[src/core/tws_pkg.sv]
package tws_pkg;
    localparam int          ID_W           = 7;
    localparam int          PTR_W          = 8;
    localparam int          DATA_W         = 8;
    localparam logic [6:0]  ID_RESET       = 7'h34;
    localparam logic [7:0]  PTR_RESET      = 8'h00;
    localparam logic [7:0]  PTR_TOP        = 8'hFF;
    localparam logic [7:0]  RD_PAST_TOP    = 8'hFF;
    localparam logic [3:0]  BYTE_BITS      = 4'h8;
    localparam logic [3:0]  LSB_BIT        = 4'h7;
    localparam logic [1:0]  LINE_IDLE      = 2'h3;
    localparam int          FIFO_DEPTH_DEF = 16;

    typedef enum logic [2:0] {
        ST_IDLE  = 3'b000,
        ST_ADDR  = 3'b001,
        ST_PTR   = 3'b010,
        ST_WDATA = 3'b011,
        ST_SACK  = 3'b100,
        ST_RDATA = 3'b101,
        ST_MACK  = 3'b110
    } tws_state_e;

    typedef struct packed {
        logic [PTR_W-1:0]  addr;
        logic [DATA_W-1:0] data;
    } tws_wr_s;
endpackage

[src/core/tws_slave.sv]
`timescale 1ns/1ps
`default_nettype none
module tws_slave
    import tws_pkg::*;
#(
    parameter int FIFO_DEPTH = FIFO_DEPTH_DEF
) (
    input  wire logic              clock_in,
    input  wire logic              resetn_in,
    input  wire logic              scl_in,
    input  wire logic              sda_in,
    output logic                   sda_out,
    output logic                   sda_oe_out,
    input  wire logic              id_load_in,
    input  wire logic [ID_W-1:0]   id_value_in,
    output logic [ID_W-1:0]        target_bus_id_out,
    output logic [PTR_W-1:0]       rd_addr_out,
    input  wire logic [DATA_W-1:0] rd_data_in,
    output logic                   wr_valid_out,
    input  wire logic              wr_ready_in,
    output tws_wr_s                wr_data_out,
    output logic                   busy_out
);
    logic [1:0]        rst_sync_r;
    logic              rst_n;
    logic [1:0]        line_s1_r;
    logic [1:0]        line_s2_r;
    logic [1:0]        line_s3_r;
    logic [1:0]        line_f_r;
    logic [1:0]        line_fn;
    logic              scl_f;
    logic              scl_p;
    logic              sda_f;
    logic              sda_p;
    logic              rise;
    logic              fall;
    logic              start_det;
    logic              stop_det;
    tws_state_e        state_r;
    tws_state_e        sack_next_r;
    logic [3:0]        bit_cnt_r;
    logic [7:0]        shift_r;
    logic [7:0]        tx_r;
    logic [PTR_W-1:0]  memory_pointer_r;
    logic              ptr_over_r;
    logic [PTR_W-1:0]  wr_addr_r;
    logic              wr_skip_r;
    logic [ID_W-1:0]   target_bus_id_r;
    logic              sda_oe_r;
    logic              rx_state;
    logic              rx_rise;
    logic              data_rise;
    logic              lsb_rise;
    logic              byte_done;
    logic              ack_now;
    logic              load_fall;
    logic              tx_fall;
    logic              tx_end;
    logic [7:0]        load_byte;
    logic              push;
    logic              fifo_ready;
    tws_wr_s           push_word;

    // reset release through two flops
    always_ff @(posedge clock_in or negedge resetn_in) begin
        if (!resetn_in) begin
            rst_sync_r <= 2'h0;
        end else begin
            rst_sync_r <= {rst_sync_r[0], 1'b1};
        end
    end
    assign rst_n = rst_sync_r[1];

    // bit 1 is the clock line, bit 0 the data line
    always_ff @(posedge clock_in or negedge rst_n) begin
        if (!rst_n) begin
            line_s1_r <= LINE_IDLE;
            line_s2_r <= LINE_IDLE;
            line_s3_r <= LINE_IDLE;
            line_f_r  <= LINE_IDLE;
        end else begin
            line_s1_r <= {scl_in, sda_in};
            line_s2_r <= line_s1_r;
            line_s3_r <= line_s2_r;
            line_f_r  <= line_fn;
        end
    end

    // a level must hold two samples to pass; spikes are dropped
    // used before its register to save a cycle of data-line turnaround
    assign line_fn = (line_s2_r & line_s3_r)
                   | (line_f_r & (line_s2_r | line_s3_r));

    assign scl_f = line_fn[1];
    assign sda_f = line_fn[0];
    assign scl_p = line_f_r[1];
    assign sda_p = line_f_r[0];

    // latency of a few cycles is far below the shortest clock phase
    // at 400kHz, so no rate setting is needed
    assign rise      = scl_f && !scl_p;
    assign fall      = !scl_f && scl_p;
    assign start_det = scl_f && scl_p && sda_p && !sda_f;
    assign stop_det  = scl_f && scl_p && !sda_p && sda_f;

    assign rx_state  = (state_r == ST_ADDR) || (state_r == ST_PTR)
                    || (state_r == ST_WDATA);
    assign rx_rise   = rise && rx_state;
    assign data_rise = rise && (rx_state || state_r == ST_RDATA);
    assign lsb_rise  = data_rise && (bit_cnt_r == LSB_BIT);
    assign byte_done = fall && rx_state && (bit_cnt_r == BYTE_BITS);
    assign tx_fall   = fall && (state_r == ST_RDATA)
                    && (bit_cnt_r != BYTE_BITS);
    assign tx_end    = fall && (state_r == ST_RDATA)
                    && (bit_cnt_r == BYTE_BITS);
    assign load_fall = fall && ((state_r == ST_SACK && sack_next_r == ST_RDATA)
                    || state_r == ST_MACK);
    assign load_byte = ptr_over_r ? RD_PAST_TOP : rd_data_in;

    // full buffer: the byte is refused with a nak and not stored
    always_comb begin
        unique case (state_r)
            ST_ADDR:  ack_now = (shift_r[7:1] == target_bus_id_r);
            ST_PTR:   ack_now = 1'b1;
            ST_WDATA: ack_now = fifo_ready;
            default:  ack_now = 1'b0;
        endcase
    end

    assign push = byte_done && (state_r == ST_WDATA)
               && ack_now && !wr_skip_r;
    assign push_word.addr = wr_addr_r;
    assign push_word.data = shift_r;

    // target id, reloadable from the owner of the id store
    always_ff @(posedge clock_in or negedge rst_n) begin
        if (!rst_n) begin
            target_bus_id_r <= ID_RESET;
        end else if (id_load_in) begin
            target_bus_id_r <= id_value_in;
        end
    end

    // sequencer
    always_ff @(posedge clock_in or negedge rst_n) begin
        if (!rst_n) begin
            state_r     <= ST_IDLE;
            sack_next_r <= ST_IDLE;
            bit_cnt_r   <= 4'h0;
        end else if (stop_det) begin
            state_r <= ST_IDLE;
        end else if (start_det) begin
            state_r   <= ST_ADDR;
            bit_cnt_r <= 4'h0;
        end else if (data_rise) begin
            bit_cnt_r <= bit_cnt_r + 4'h1;
        end else if (rise && state_r == ST_MACK && sda_f) begin
            state_r <= ST_IDLE;
        end else if (byte_done) begin
            state_r <= ack_now ? ST_SACK : ST_IDLE;
            unique case (state_r)
                ST_ADDR: begin
                    sack_next_r <= shift_r[0] ? ST_RDATA : ST_PTR;
                end
                default: begin
                    sack_next_r <= ST_WDATA;
                end
            endcase
        end else if (fall && state_r == ST_SACK) begin
            state_r   <= sack_next_r;
            bit_cnt_r <= 4'h0;
        end else if (fall && state_r == ST_MACK) begin
            state_r   <= ST_RDATA;
            bit_cnt_r <= 4'h0;
        end else if (tx_end) begin
            state_r <= ST_MACK;
        end
    end

    // receive shifter, msb first
    always_ff @(posedge clock_in or negedge rst_n) begin
        if (!rst_n) begin
            shift_r <= 8'h00;
        end else if (rx_rise) begin
            shift_r <= {shift_r[6:0], sda_f};
        end
    end

    // pointer survives a repeated start so a read follows its setup
    always_ff @(posedge clock_in or negedge rst_n) begin
        if (!rst_n) begin
            memory_pointer_r <= PTR_RESET;
            ptr_over_r       <= 1'b0;
            wr_addr_r        <= PTR_RESET;
            wr_skip_r        <= 1'b0;
        end else if (lsb_rise && state_r == ST_PTR) begin
            memory_pointer_r <= {shift_r[6:0], sda_f};
            ptr_over_r       <= 1'b0;
        end else if (lsb_rise && state_r != ST_ADDR) begin
            if (state_r == ST_WDATA) begin
                wr_addr_r <= memory_pointer_r;
                wr_skip_r <= ptr_over_r;
            end
            // ascending steps keep the high byte at the even address
            memory_pointer_r <= memory_pointer_r + 1'b1;
            if (memory_pointer_r == PTR_TOP) begin
                ptr_over_r <= 1'b1;
            end
        end
    end

    // transmit shifter
    always_ff @(posedge clock_in or negedge rst_n) begin
        if (!rst_n) begin
            tx_r <= 8'h00;
        end else if (load_fall) begin
            tx_r <= load_byte;
        end else if (tx_fall) begin
            tx_r <= {tx_r[6:0], 1'b1};
        end
    end

    // open-drain drive; every change except the release at a start or stop lands just after a clock fall
    always_ff @(posedge clock_in or negedge rst_n) begin
        if (!rst_n) begin
            sda_oe_r <= 1'b0;
        end else if (start_det || stop_det) begin
            sda_oe_r <= 1'b0;
        end else if (byte_done) begin
            sda_oe_r <= ack_now;
        end else if (load_fall) begin
            sda_oe_r <= !load_byte[7];
        end else if (fall && state_r == ST_SACK) begin
            sda_oe_r <= 1'b0;
        end else if (tx_fall) begin
            sda_oe_r <= !tx_r[6];
        end else if (tx_end) begin
            sda_oe_r <= 1'b0;
        end
    end

    // read address tracks the pointer with a register stage
    always_ff @(posedge clock_in or negedge rst_n) begin
        if (!rst_n) begin
            rd_addr_out <= PTR_RESET;
            busy_out    <= 1'b0;
        end else begin
            rd_addr_out <= memory_pointer_r;
            busy_out    <= (state_r != ST_IDLE);
        end
    end

    assign sda_out           = 1'b0;
    assign sda_oe_out        = sda_oe_r;
    assign target_bus_id_out = target_bus_id_r;

    tws_fifo #(
        .WIDTH (PTR_W + DATA_W),
        .DEPTH (FIFO_DEPTH)
    ) u_fifo (
        .clock_in      (clock_in),
        .rst_n_in      (rst_n),
        .in_valid_in   (push),
        .in_ready_out  (fifo_ready),
        .in_data_in    (push_word),
        .out_valid_out (wr_valid_out),
        .out_ready_in  (wr_ready_in),
        .out_data_out  (wr_data_out)
    );
endmodule
`default_nettype wire

[src/core/tws_fifo.sv]
`timescale 1ns/1ps
`default_nettype none
// depth must be a power of two so the pointers wrap on their own
module tws_fifo #(
    parameter int WIDTH = 16,
    parameter int DEPTH = 16
) (
    input  wire logic             clock_in,
    input  wire logic             rst_n_in,
    input  wire logic             in_valid_in,
    output logic                  in_ready_out,
    input  wire logic [WIDTH-1:0] in_data_in,
    output logic                  out_valid_out,
    input  wire logic             out_ready_in,
    output logic [WIDTH-1:0]      out_data_out
);
    localparam int AW = $clog2(DEPTH);

    logic [WIDTH-1:0] mem_r [DEPTH];
    logic [AW-1:0]    wp_r;
    logic [AW-1:0]    rp_r;
    logic [AW:0]      cnt_r;
    logic             push;
    logic             pop;

    assign in_ready_out  = (cnt_r != DEPTH[AW:0]);
    assign out_valid_out = (cnt_r != '0);
    assign out_data_out  = mem_r[rp_r];
    assign push          = in_valid_in && in_ready_out;
    assign pop           = out_valid_out && out_ready_in;

    always_ff @(posedge clock_in) begin
        if (push) begin
            mem_r[wp_r] <= in_data_in;
        end
    end

    always_ff @(posedge clock_in or negedge rst_n_in) begin
        if (!rst_n_in) begin
            wp_r  <= '0;
            rp_r  <= '0;
            cnt_r <= '0;
        end else begin
            if (push) begin
                wp_r <= wp_r + 1'b1;
            end
            if (pop) begin
                rp_r <= rp_r + 1'b1;
            end
            if (push && !pop) begin
                cnt_r <= cnt_r + 1'b1;
            end else if (pop && !push) begin
                cnt_r <= cnt_r - 1'b1;
            end
        end
    end
endmodule
`default_nettype wire

[config.mk]
export PLATFORM = sky130hd
export DESIGN_NAME = tws_slave
export DESIGN_NICKNAME = d
export VERILOG_FILES = /design/src/core/tws_pkg.sv /design/src/core/tws_slave.sv /design/src/core/tws_fifo.sv
export SDC_FILE = /design/constraint.sdc
export NUM_CORES = 1
export LEC_CHECK = 0
export BUFFER_PORTS_ARGS = -buffer_cell sky130_fd_sc_hd__clkbuf_2
export CAP_MARGIN = 20
export CELL_PAD_IN_SITES_DETAIL_PLACEMENT = 1
export CELL_PAD_IN_SITES_GLOBAL_PLACEMENT = 1
export CORE_MARGIN = 2
export CORE_UTILIZATION = 60
export CTS_BUF_LIST = sky130_fd_sc_hd__clkbuf_4
export DETAILED_ROUTE_END_ITERATION = 7
export PLACE_DENSITY = 0.83
export SYNTH_ARGS = -nofsm -noshare
export SYNTH_HDL_FRONTEND = slang
export SYNTH_SLANG_ARGS = --single-unit
[constraint.sdc]
create_clock -name clock_in -period 7.18 [get_ports clock_in]
set_input_delay 0.718 -clock clock_in [delete_from_list [all_inputs] [get_ports clock_in]]
set_output_delay 0.718 -clock clock_in [all_outputs]
set_load 0.01 [all_outputs]
==> results of run 1 <==
[metal layers]
layer	global-route usage (%)	vias up	wire, um
li1	-	3122	-
met1	39.17	4012	13500
met2	50.76	509	18740
met3	7.582	97	3034
met4	13.00	0	1273
met5	0	-	0
[worst max path at each step]
| stage | startpoint | end | slack (ns) | depth (start not counted) |
|---|---|---|---|---|
| floorplan | line_f_r[1] | u_fifo.mem_r[4][0] | 3.95 | 5 |
| global placement | u_fifo.rp_r[0] | wr_data_out[6] | 3.67 | 4 |
| detailed placement | u_fifo.rp_r[0] | wr_data_out[14] | 3.59 | 4 |
| CTS | u_fifo.rp_r[0] | wr_data_out[14] | 2.80 | 4 |
| global route | u_fifo.rp_r[0] | wr_data_out[14] | 2.63 | 4 |
| finish | u_fifo.rp_r[0] | wr_data_out[13] | 2.85 | 4 |
[report_power, final]
group	total, uW	internal [uW]	switching, uW
clock	1650	809	842
combinational	855	432	423
sequential	2430	2220	207
[through the flow]
step	setup WS, ns	hold WS [ns]	total power, uW	util, %
6_report	2.845	0.09519	4934	69.95
2_1_floorplan	3.949	0.3312	3035	-
3_3_place_gp	3.669	0.3385	3245	64.36
3_5_place_dp	3.593	0.3458	3293	64.36
4_1_cts	2.802	0.06058	4916	69.12
5_1_grt	2.634	0.06612	5122	69.95
[cell type report]
| class | count | area, sq um |
|---|---|---|
| Inverter | 17 | 63.81 |
| Clock inverter | 33 | 180.2 |
| Timing Repair Buffer | 75 | 540.5 |
| Multi-Input combinational cell | 320 | 3580 |
| Fill cell | 1820 | 6599 |
| Antenna cell | 1 | 2.502 |
| Sequential cell | 339 | 9787 |
| Tap cell | 280 | 350.3 |
| Clock buffer | 114 | 855.8 |
[critical path: stages (launching register included)]
cell and delay (ns):
dfrtp_4 0.76, buf_4 0.78, mux4_2 0.65, mux4_2 0.48
clkbuf_2 0.15
[cell families (layout without fill, tap and decap cells)]
group                    after synthesis  in the layout
adder cells (fa/ha/maj)               14             14
flip-flops                           339            339
XOR/XNOR                              19             19
AO/OA/AOI/OAI                         58             58
AND/OR/NAND/NOR                      118            118
other                                  2              3
buffers and inverters                 46            239
multiplexers                         109            109
[flip-flops by register name (all words and copies together) (netlist names), 2 cells and up]
name / flops
line_s2_r: 2
rd_addr_out: 8
bit_cnt_r: 4
line_s3_r: 2
rst_sync_r: 2
u_fifo.mem_r: 256
target_bus_id_out: 7
tx_r: 7
shift_r: 8
sack_next_r: 3
wr_addr_r: 8
state_r: 3
u_fifo.rp_r: 4
memory_pointer_r: 8
u_fifo.wp_r: 4
line_f_r: 2
line_s1_r: 2
u_fifo.cnt_r: 5
[placed cells by master (no fill, tap or decap), types with 4 or more instances in the layout]
| master | Yosys | routed |
|---|---|---|
| nor2_1 | 21 | 21 |
| ha_1 | 12 | 12 |
| xor2_1 | 9 | 9 |
| nand3b_1 | 5 | 5 |
| mux2i_1 | 5 | 5 |
| clkinv_1 | 0 | 28 |
| xnor2_1 | 10 | 10 |
| nand2_1 | 22 | 22 |
| dfrtp_1 | 72 | 69 |
| buf_16 | 0 | 4 |
| edfxtp_1 | 256 | 256 |
| nand3_1 | 7 | 7 |
| and3_1 | 5 | 5 |
| nor3_1 | 15 | 11 |
| buf_4 | 1 | 12 |
| clkbuf_2 | 1 | 54 |
| clkbuf_4 | 0 | 114 |
| inv_1 | 17 | 17 |
| buf_8 | 0 | 4 |
| nor3_2 | 1 | 5 |
| dfstp_2 | 11 | 11 |
| a31oi_1 | 4 | 4 |
| and2_1 | 9 | 9 |
| a21oi_1 | 13 | 13 |
| o21ai_0 | 20 | 20 |
| mux4_2 | 80 | 80 |
| mux2_2 | 24 | 24 |
[timing repair]
action | CTS | global route
setup buffers | 0 | 0
hold buffers | 1 | 0
endpoints found under the hold margin | 2 | 0
==> reports/qor.yml, run 1 <==
synthesis:
  yosys.area_share.xor_xnor_pct: 1.232
  yosys_warnings: 0
  synth_top_flop_cell: "edfxtp_1"
  syn_area_per_cell_sq_um: 19.16
  seq_area_frac_synth_pct: 72.37
  synth_top_area_share_pct: 56.90
  synth-simple-area-share_pct: 5.251
  yosys.area.top_type: "edfxtp_1"
  synth-async-reset-ratio_pct: 24.48
  synth_top_family_by_area: "multiplexers"
  synthMuxAreaShare_pct: 15.71
  synth_most_common_cell: "edfxtp_1"
  netlist_instances: 705
  synth_edf_count: 256
  synth_compound_area_share_pct: 2.658
  synth_cell_types: 64
  ys_top_cells_by_count: "256 x edfxtp_1, 80 x mux4_2, 72 x dfrtp_1, 24 x mux2_2, 22 x nand2_1"
  yosys-top-cells-area: "edfxtp_1 57%, dfrtp_1 13%, mux4_2 13%"
  synth_area_sq_mm: 0.01351
  ys_ff_latch: 339
  synth_adder_area_share_pct: 1.334
  syn-num-nets: 739
global_routing:
  grt_pass1_vias: 8337
  grt_pass1_wl_mm: 52.42
  grt_use_total_pct: 30.61
  overflow: 0
  grt_max_degree: 82
  antenna_found_initial: 1
clocking:
  htree_levels: 3
  clkLatencyLatePin_ns: 0.72
  cts_tree: "yes"
  clock_sinks: 339
  clk_pin_slew_ns: 0.09
  cts_made_buffers: 83
  clockBufferDepth: 3
  cts_root_buf: "clkbuf_4"
  cts_resized: 0
setup_path:
  worstPathArrival_ns: 3.62
  worst_ep_required_time_ns: 6.46
  crit_fanout: 45
  rr_startpoint: "line_f_r[1]"
  endpoint_kind: "output port"
  reg2reg_slack_ns: 3.53
  criticalPathCategory: "reg2out"
  rr_worst_depth: 11
  cp-start-kind: "flop"
  rr_endpoint: "u_fifo.cnt_r[4]"
pwr:
  power_density_mw_per_mm2: 321.2
  ir_drop_v: 0.0001848
  power.leakage_uw: 0.005849
sta:
  tightest_slew_ns: 1.192
  tns_ns: 0
  slew_headroom_pct: 20.50
  drv_slew: 0
  finalHoldViolCount: 0
  skew_ns: 0.05225
  finalCriticalPeriod_ns: 4.335
  rsz0062_at_grt: "no"
  finalSetupViolCount: 0
  finalCritPeriodShare_pct: 60.37
  fmax_mhz: 230.7
drt:
  drc: 0
  viasPerCell: 6.565
  drt-initial-drc-count: 727
  drt-total-wl_mm: 36.54
  antenna_left: 0
  dr.pass1.iters: 5
  vias: 7740
  wl_per_cell_um: 31.00
floorplanning:
  fp.dieW_um: 154.1
  ios: 56
  start_util_pct: 61.53
  dieHeight_um: 154.1
  core_sq_mm: 0.02196
  die_area_sq_mm: 0.02373
  rows: 54
layout:
  final_area_sq_mm: 0.01536
  drive_gt1_share_pct: 36.41
  instances_no_fill: 1179
  num-nets-final: 870
  syn_to_final_growth_pct: 13.69
outcome:
  outcome: "completed"
flow_run:
  cap_violations: 0
placed_design:
  placed_cells: 1022
  hpwl_mm: 18.26
  port_buffers: 54
  place_congestion: 0.8511
  place_area_sq_mm: 0.01413
hold_path:
  worstHoldEndpoint: "line_s1_r[0]"
  min_from: "sda_in"
  whs_path_depth: 1
  hp-class: "in2reg"
Note: power is estimated with default switching activity, not from simulation.
==> run 2: changes to the inputs <==
--- a/config.mk
+++ b/config.mk
@@ -10,10 +10,10 @@
 export CELL_PAD_IN_SITES_DETAIL_PLACEMENT = 1
 export CELL_PAD_IN_SITES_GLOBAL_PLACEMENT = 1
 export CORE_MARGIN = 2
-export CORE_UTILIZATION = 60
+export CORE_UTILIZATION = 56
 export CTS_BUF_LIST = sky130_fd_sc_hd__clkbuf_4
 export DETAILED_ROUTE_END_ITERATION = 7
-export PLACE_DENSITY = 0.83
+export PLACE_DENSITY = 0.78
 export SYNTH_ARGS = -nofsm -noshare
 export SYNTH_HDL_FRONTEND = slang
 export SYNTH_SLANG_ARGS = --single-unit
==> constraint.sdc (replaced) <==
create_clock -name clock_in -period 4.5 [get_ports clock_in]
set_input_delay 0.45 -clock clock_in [delete_from_list [all_inputs] [get_ports clock_in]]
set_output_delay 0.45 -clock clock_in [all_outputs]
set_load 0.01 [all_outputs]
==> run 2 against run 1 <==
Critical path depth stayed put. Largest power group unchanged. Clock power is 58% higher. Sequential share of layout area is 0.49 points lower. First-iteration DRC count is 18% lower. Critical path type unchanged. Die area is 7.0% higher. Global-route usage is 4.6 points lower. Sequential power is 63% higher.
==> reports/qor.yml, run 2 (synthesis results as in run 1) <==
setup_path:
  cpMostUsedCell: "mux4_2"
  path_cells: "buf_12 -> mux4_2 -> mux4_2 -> clkbuf_2"
  crit_fanout: 36  # -20%
  critPathSlowestCell: "dfrtp_4"
  criticalPathCategory: "reg2out"
  endpoint_kind: "output port"
  cp_slowest_stage_delay_ns: 0.83  # +0.05 ns
  worstPathArrival_ns: 3.13  # -0.49 ns
  worst_path_dominant_cell_family: "multiplexers"
  cp-start-kind: "flop"
  crit_buf_inv: 2  # unchanged
  worst_ep_required_time_ns: 4.05  # -2.41 ns
placed_design:
  dp_slack_ns: 0.9940  # -2.599 ns
  hpwl_mm: 19.08  # +4.5%
  place_congestion: 0.7791  # -8.5%
  port_buffers: 54  # unchanged
pwr:
  comb_power_share_pct: 16.1  # -1.2 points
  p_sw_share_pct: 27.90  # -1.9 points
  ir_drop_v: 0.0002695  # +46%
  power.leakage_uw: 0.005926  # +1.3%
  power.switching_uw: 2183  # +48%
  internal-power_uw: 5642  # +63%
  seqPwrFrac_pct: 50.5  # +1.3 points
  power_density_mw_per_mm2: 505.6  # +57%
  total_power_uw: 7826  # +59%
  clkPwrFrac_pct: 33.3  # -0.2 points
floorplanning:
  fp.dieW_um: 159.3  # +3.4%
  start_util_pct: 57.22  # -4.3 points
  ios: 56  # unchanged
  rows: 56  # +3.7%
  die_area_sq_mm: 0.02538  # +7.0%
  dieHeight_um: 159.3  # +3.4%
  core_sq_mm: 0.02361  # +7.5%
sta:
  fmax_mhz: 279.0
  finalCritPeriodShare_pct: 79.66
  tightest_slew_ns: 1.154  # -0.03860 ns
  rsz0062_at_grt: "no"
  tns_ns: 0  # unchanged
  fin_ws_ns: 0.9154  # -1.930 ns
  finalHoldViolCount: 0  # unchanged
  skew_ns: 0.04738  # -0.004868 ns
  finalSetupViolCount: 0  # unchanged
  drv_slew: 0  # unchanged
  finalCriticalPeriod_ns: 3.585
  slew_headroom_pct: 23.07  # +2.6 points
flow_run:
  cap_violations: 0  # unchanged
global_routing:
  overflow: 0  # unchanged
  grt_pass1_wl_mm: 49.30  # -6.0%
  grt_use_total_pct: 25.98  # -4.6 points
  grt_max_degree: 44  # -46%
  antenna_found_initial: 1  # unchanged
  grt_pass1_vias: 8382  # +0.54%
drt:
  antenna_left: 0  # unchanged
  vias: 7381  # -4.6%
  drt-initial-drc-count: 594  # -18%
  dr.pass1.iters: 4  # -1
  wl_per_cell_um: 25.45  # -18%
  drt-total-wl_mm: 31.43  # -14%
  drc: 0  # unchanged
  viasPerCell: 5.977  # -9.0%
clocking:
  htree_levels: 3  # unchanged
  cts_root_buf: "clkbuf_4"
  cts_made_buffers: 85  # +2.4%
  cts_tree: "yes"
  clkLatencyLatePin_ns: 0.69  # -0.03 ns
  clockBufferDepth: 3  # unchanged
  clk_pin_slew_ns: 0.07  # -0.02 ns
  clock_sinks: 339  # unchanged
  cts_resized: 0  # unchanged
layout:
  num-nets-final: 882  # +1.4%
  regMostFlops: "u_fifo.mem_r"
  layout_common_cells: "256 x edfxtp_1, 132 x clkbuf_4, 80 x mux4_2, 69 x dfrtp_1, 54 x clkbuf_2"
  syn_to_final_growth_pct: 14.57
  final_common_cell: "edfxtp_1"
  drive_gt1_share_pct: 38.03  # +1.6 points
  largest_reg_flops: 256  # unchanged
hold_path:
  hp-class: "in2reg"
outcome:
  outcome: "completed"
## run 2: changes by cell type in the layout (fill, tap and decap cells not counted), sizes merged
| cell | before | now |
|---|---|---|
| dlygate4sd3 | 1 | 10 |
| clkinvlp | 1 | 0 |
| buf | 20 | 21 |
| clkbuf | 168 | 186 |
| inv | 19 | 21 |
| clkinv | 28 | 17 |
| bufinv | 2 | 1 |
## run 2: tightest hold or removal path: cells and delay by family
kind | cells | cell delay (ns)
and+or+nand+nor | 1 | 0.04
AOI/OAI and AO/OA | 1 | 0.11
buffers and inverters | 1 | 0.08
## run 2: area by class of cell
type | count | area (sq um)
fill | 2078 | 8134
tap | 319 | 399.1
inverter | 17 | 63.81
sequential | 339 | 9787
antenna | 1 | 2.502
timing repair buffer | 85 | 553.0
multi-input combinational | 320 | 3571
clock buffer | 132 | 991.0
clock inverter | 22 | 111.4
## run 2: worst paths after layout
kind                       cells past startpoint  slack [ns]                   end           start
max                                            4        0.92        wr_data_out[6]  u_fifo.rp_r[0]
min                                            3        0.06               tx_r[3]   rd_data_in[3]
max reg2reg                                   11        0.98       u_fifo.cnt_r[4]     line_f_r[1]
min reg2reg                                    0        0.30  target_bus_id_out[0]   rst_sync_r[1]
max in group asynchronous                      1        3.15        u_fifo.rp_r[0]   rst_sync_r[1]
min in group asynchronous                      2        0.10         rst_sync_r[1]       resetn_in
## run 2: what timing repair did
item,CTS,global route
hold buffers,9,1
setup buffers,0,0
endpoints found under the setup margin,0,0
endpoints found under the hold margin,10,1
## run 2: through the flow
stage / hold WS, ns / cells / instance area, sq um / util, %
floorplan: 0.1544 / 705 / 13510 / -
global placement: 0.2361 / 1070 / 14270 / 60.45
CTS: 0.005251 / 1233 / 15470 / 65.50
global route: 0.01617 / 1235 / 15480 / 65.55
finish: 0.06415 / 1235 / 15480 / 65.55
detailed placement: 0.2395 / 1070 / 14270 / 60.45
## run 2: power by group through the flow
| stage | clock [uW] | combinational [uW] | sequential (uW) |
|---|---|---|---|
| 2_1_floorplan | 0 | 1110 | 3730 |
| 3_3_place_gp | 0 | 1230 | 4000 |
| 3_5_place_dp | 0 | 1270 | 4040 |
| 4_1_cts | 2680 | 1290 | 3970 |
| 5_1_grt | 2820 | 1370 | 4000 |
| 6_report | 2610 | 1260 | 3950 |
## run 2: layer usage
layer  wire length, um  GRT usage [%]  part of all wire (%)
met5                 0              0                     0
met4               912          9.835                   2.9
met3              1755          5.548                   5.6
met2             16290          44.29                    52
met1             12470          33.22                    40
==> run 3: changes to the inputs <==
==> constraint.sdc (replaced) <==
create_clock -name clock_in -period 3.6 [get_ports clock_in]
set_input_delay 0.36 -clock clock_in [delete_from_list [all_inputs] [get_ports clock_in]]
set_output_delay 0.36 -clock clock_in [all_outputs]
set_load 0.01 [all_outputs]
==> run 3 against run 2 <==
Largest power group unchanged. Die area did not move. Wire length rose by 3.5%. Sequential share of layout area fell by 0.63 points. Critical endpoint unchanged. Via count rose by 2.7%.
==> reports/qor.yml, run 3 (synthesis results as in run 1) <==
setup_path:
  rr_startpoint: "u_fifo.cnt_r[1]"
  critPathLaunch: "u_fifo.rp_r[0]"
  reg2reg_slack_ns: 0.50  # -0.48 ns
  endpoint_kind: "output port"
  rr_worst_depth: 12  # +1
  worst_ep_required_time_ns: 3.24  # -0.81 ns
  cp_slowest_stage_delay_ns: 0.76  # -0.07 ns
  setup.worst_path.end: "wr_data_out[6]"
  worstPathArrival_ns: 2.97  # -0.16 ns
  rr_endpoint: "u_fifo.cnt_r[4]"
  crit_fanout: 23  # -36%
  critPathSlowestCell: "dfrtp_4"
  worst_path_dominant_cell_family: "multiplexers"
  cpMostUsedCell: "mux4_2"
  cp-start-kind: "flop"
  criticalPathCategory: "reg2out"
  cp.depth: 4  # unchanged
  path_cells: "buf_4 -> mux4_2 -> mux4_2 -> clkbuf_2"
  crit_buf_inv: 2  # unchanged
placed_design:
  port_buffers: 54  # unchanged
  place_congestion: 0.8483  # +8.9%
  place_area_sq_mm: 0.01430  # +0.21%
  placed_cells: 1074  # +0.37%
  hpwl_mm: 17.98  # -5.8%
sta:
  drv_slew: 0  # unchanged
  skew_ns: 0.05297  # +0.005590 ns
  finalCriticalPeriod_ns: 3.334
  finalCritPeriodShare_pct: 92.61
  tns_ns: 0  # unchanged
  finalHoldViolCount: 0  # unchanged
  slew_headroom_pct: 32.91  # +9.8 points
  rsz0062_at_grt: "no"
  tightest_slew_ns: 0.9997  # -0.1542 ns
  finalSetupViolCount: 0  # unchanged
  fmax_mhz: 300.0
layout:
  num-nets-final: 894  # +1.4%
  regMostFlops: "u_fifo.mem_r"
  fillCellCount: 2062  # -0.77%
  syn_to_final_growth_pct: 15.72
  largest_reg_flops: 256  # unchanged
  drive_gt1_share_pct: 36.84  # -1.2 points
  final_util_pct: 66.21  # +0.66 points
  final_area_sq_mm: 0.01563  # +1.0%
  instances_no_fill: 1251  # +1.3%
  final_common_cell: "edfxtp_1"
  layout_common_cells: "256 x edfxtp_1, 122 x clkbuf_4, 80 x mux4_2, 69 x dfrtp_1, 54 x clkbuf_2"
drt:
  antenna_left: 0  # unchanged
  vias: 7581  # +2.7%
  viasPerCell: 6.060  # +1.4%
  drc: 0  # unchanged
  dr.pass1.iters: 5  # +1
  drt-initial-drc-count: 623  # +4.9%
  wl_per_cell_um: 26.00  # +2.1%
  drt-total-wl_mm: 32.52  # +3.5%
global_routing:
  met2_usage_pct: 43.02  # -1.3 points
  busiest_layer: "met2"
  grt_max_degree: 58  # +32%
  grt_pass1_wl_mm: 49.87  # +1.2%
  overflow: 0  # unchanged
  grt_use_met1_pct: 35.18  # +2.0 points
  grt_use_total_pct: 26.51  # +0.53 points
  met3_usage_pct: 5.392  # -0.16 points
  antenna_found_initial: 1  # unchanged
  grt_pass1_vias: 8387  # +0.060%
floorplanning:
  die_area_sq_mm: 0.02538  # unchanged
  start_util_pct: 57.22  # unchanged
  ios: 56  # unchanged
  fp.dieW_um: 159.3  # unchanged
  rows: 56  # unchanged
  core_sq_mm: 0.02361  # unchanged
  dieHeight_um: 159.3  # unchanged
pwr:
  ir_drop_v: 0.0003317  # +23%
  power_density_mw_per_mm2: 633.1  # +25%
  power.leakage_uw: 0.005972  # +0.76%
clocking:
  clk_pin_slew_ns: 0.06  # about the same
  clkLatencyLatePin_ns: 0.72  # +0.03 ns
  cts_root_buf: "clkbuf_4"
  cts_made_buffers: 83  # -2.4%
  htree_levels: 3  # unchanged
  clockBufferDepth: 3  # unchanged
  clock_sinks: 339  # unchanged
  cts_tree: "yes"
flow_run:
  cap_violations: 0  # unchanged
outcome:
  outcome: "completed"
hold_path:
  hp-class: "in2reg"
[run 3: cell count changes in the layout (fill, tap and decap cells not counted), sizes merged]
cell | before | now
dlygate4sd3 | 10 | 19
clkinvlp | 0 | 2
inv | 21 | 18
buf | 21 | 26
clkinv | 17 | 29
clkbuf | 186 | 176
bufinv | 1 | 2
[run 3: worst reg2reg max path, delay by kind of cell, from the launching register on]
kind | cells | cell delay [ns]
AO/OA/AOI/OAI | 2 | 0.36
AND/OR/NAND/NOR | 4 | 0.99
flip-flops | 1 | 0.44
adder cells (fa/ha/maj) | 2 | 0.67
XOR/XNOR | 2 | 0.28
buffers and inverters | 2 | 0.24
[run 3: final cells by class]
type / count / area (sq um) / share of cell area (%)
timing repair buffer: 99 / 700.7 / 4.482
clock inverter: 34 / 193.9 / 1.240
multi-input combinational: 320 / 3571 / 22.84
sequential: 339 / 9787 / 62.60
antenna: 1 / 2.502 / 0.01601
clock buffer: 122 / 915.9 / 5.858
inverter: 17 / 63.81 / 0.4082
tap: 319 / 399.1 / 2.553
[run 3: layer usage]
layer | vias up | part of all wire [%] | wire, um
met1 | 3984 | 40 | 12970
met2 | 339 | 49 | 16090
li1 | 3178 | - | -
met5 | - | 0 | 0
met3 | 80 | 7.0 | 2284
met4 | 0 | 3.6 | 1179
[run 3: worst min path at each step]
| stage | start | to | slack (ns) | cells past startpoint |
|---|---|---|---|---|
| finish | id_load_in | target_bus_id_out[6] | 0.07 | 2 |
| detailed placement | resetn_in | rst_sync_r[0] | 0.15 | 1 |
| global route | id_load_in | target_bus_id_out[6] | 0.05 | 2 |
| global placement | resetn_in | rst_sync_r[0] | 0.15 | 1 |
| floorplan | resetn_in | rst_sync_r[0] | 0.06 | 0 |
| CTS | id_load_in | target_bus_id_out[6] | 0.02 | 2 |
[run 3: timing repair]
action / in CTS / in global routing
hold buffers: 19 / 0
setup buffers: 0 / 0
resized for setup: 0 / 0
endpoints found under the hold margin: 19 / 0
[run 3: metrics by stage]
| step | total power (uW) | hold WS (ns) | worst slack (ns) |
|---|---|---|---|
| after floorplan | 6052 | 0.06441 | 0.3690 |
| after global placement | 6549 | 0.1471 | 0.6101 |
| after detailed placement | 6652 | 0.1487 | 0.4870 |
| after CTS | 9975 | 0.01993 | 0.1718 |
| after global routing | 10350 | 0.05442 | 0.1299 |
| final | 9898 | 0.06607 | 0.2661 |
[run 3: power by group]
group	internal [uW]	leakage, uW	total (uW)	switching [uW]
combinational	937	0.00166	1800	861
clock	1710	0.000644	3300	1580
sequential	4430	0.00367	4800	372
total	7080	0.00597	9900	2820
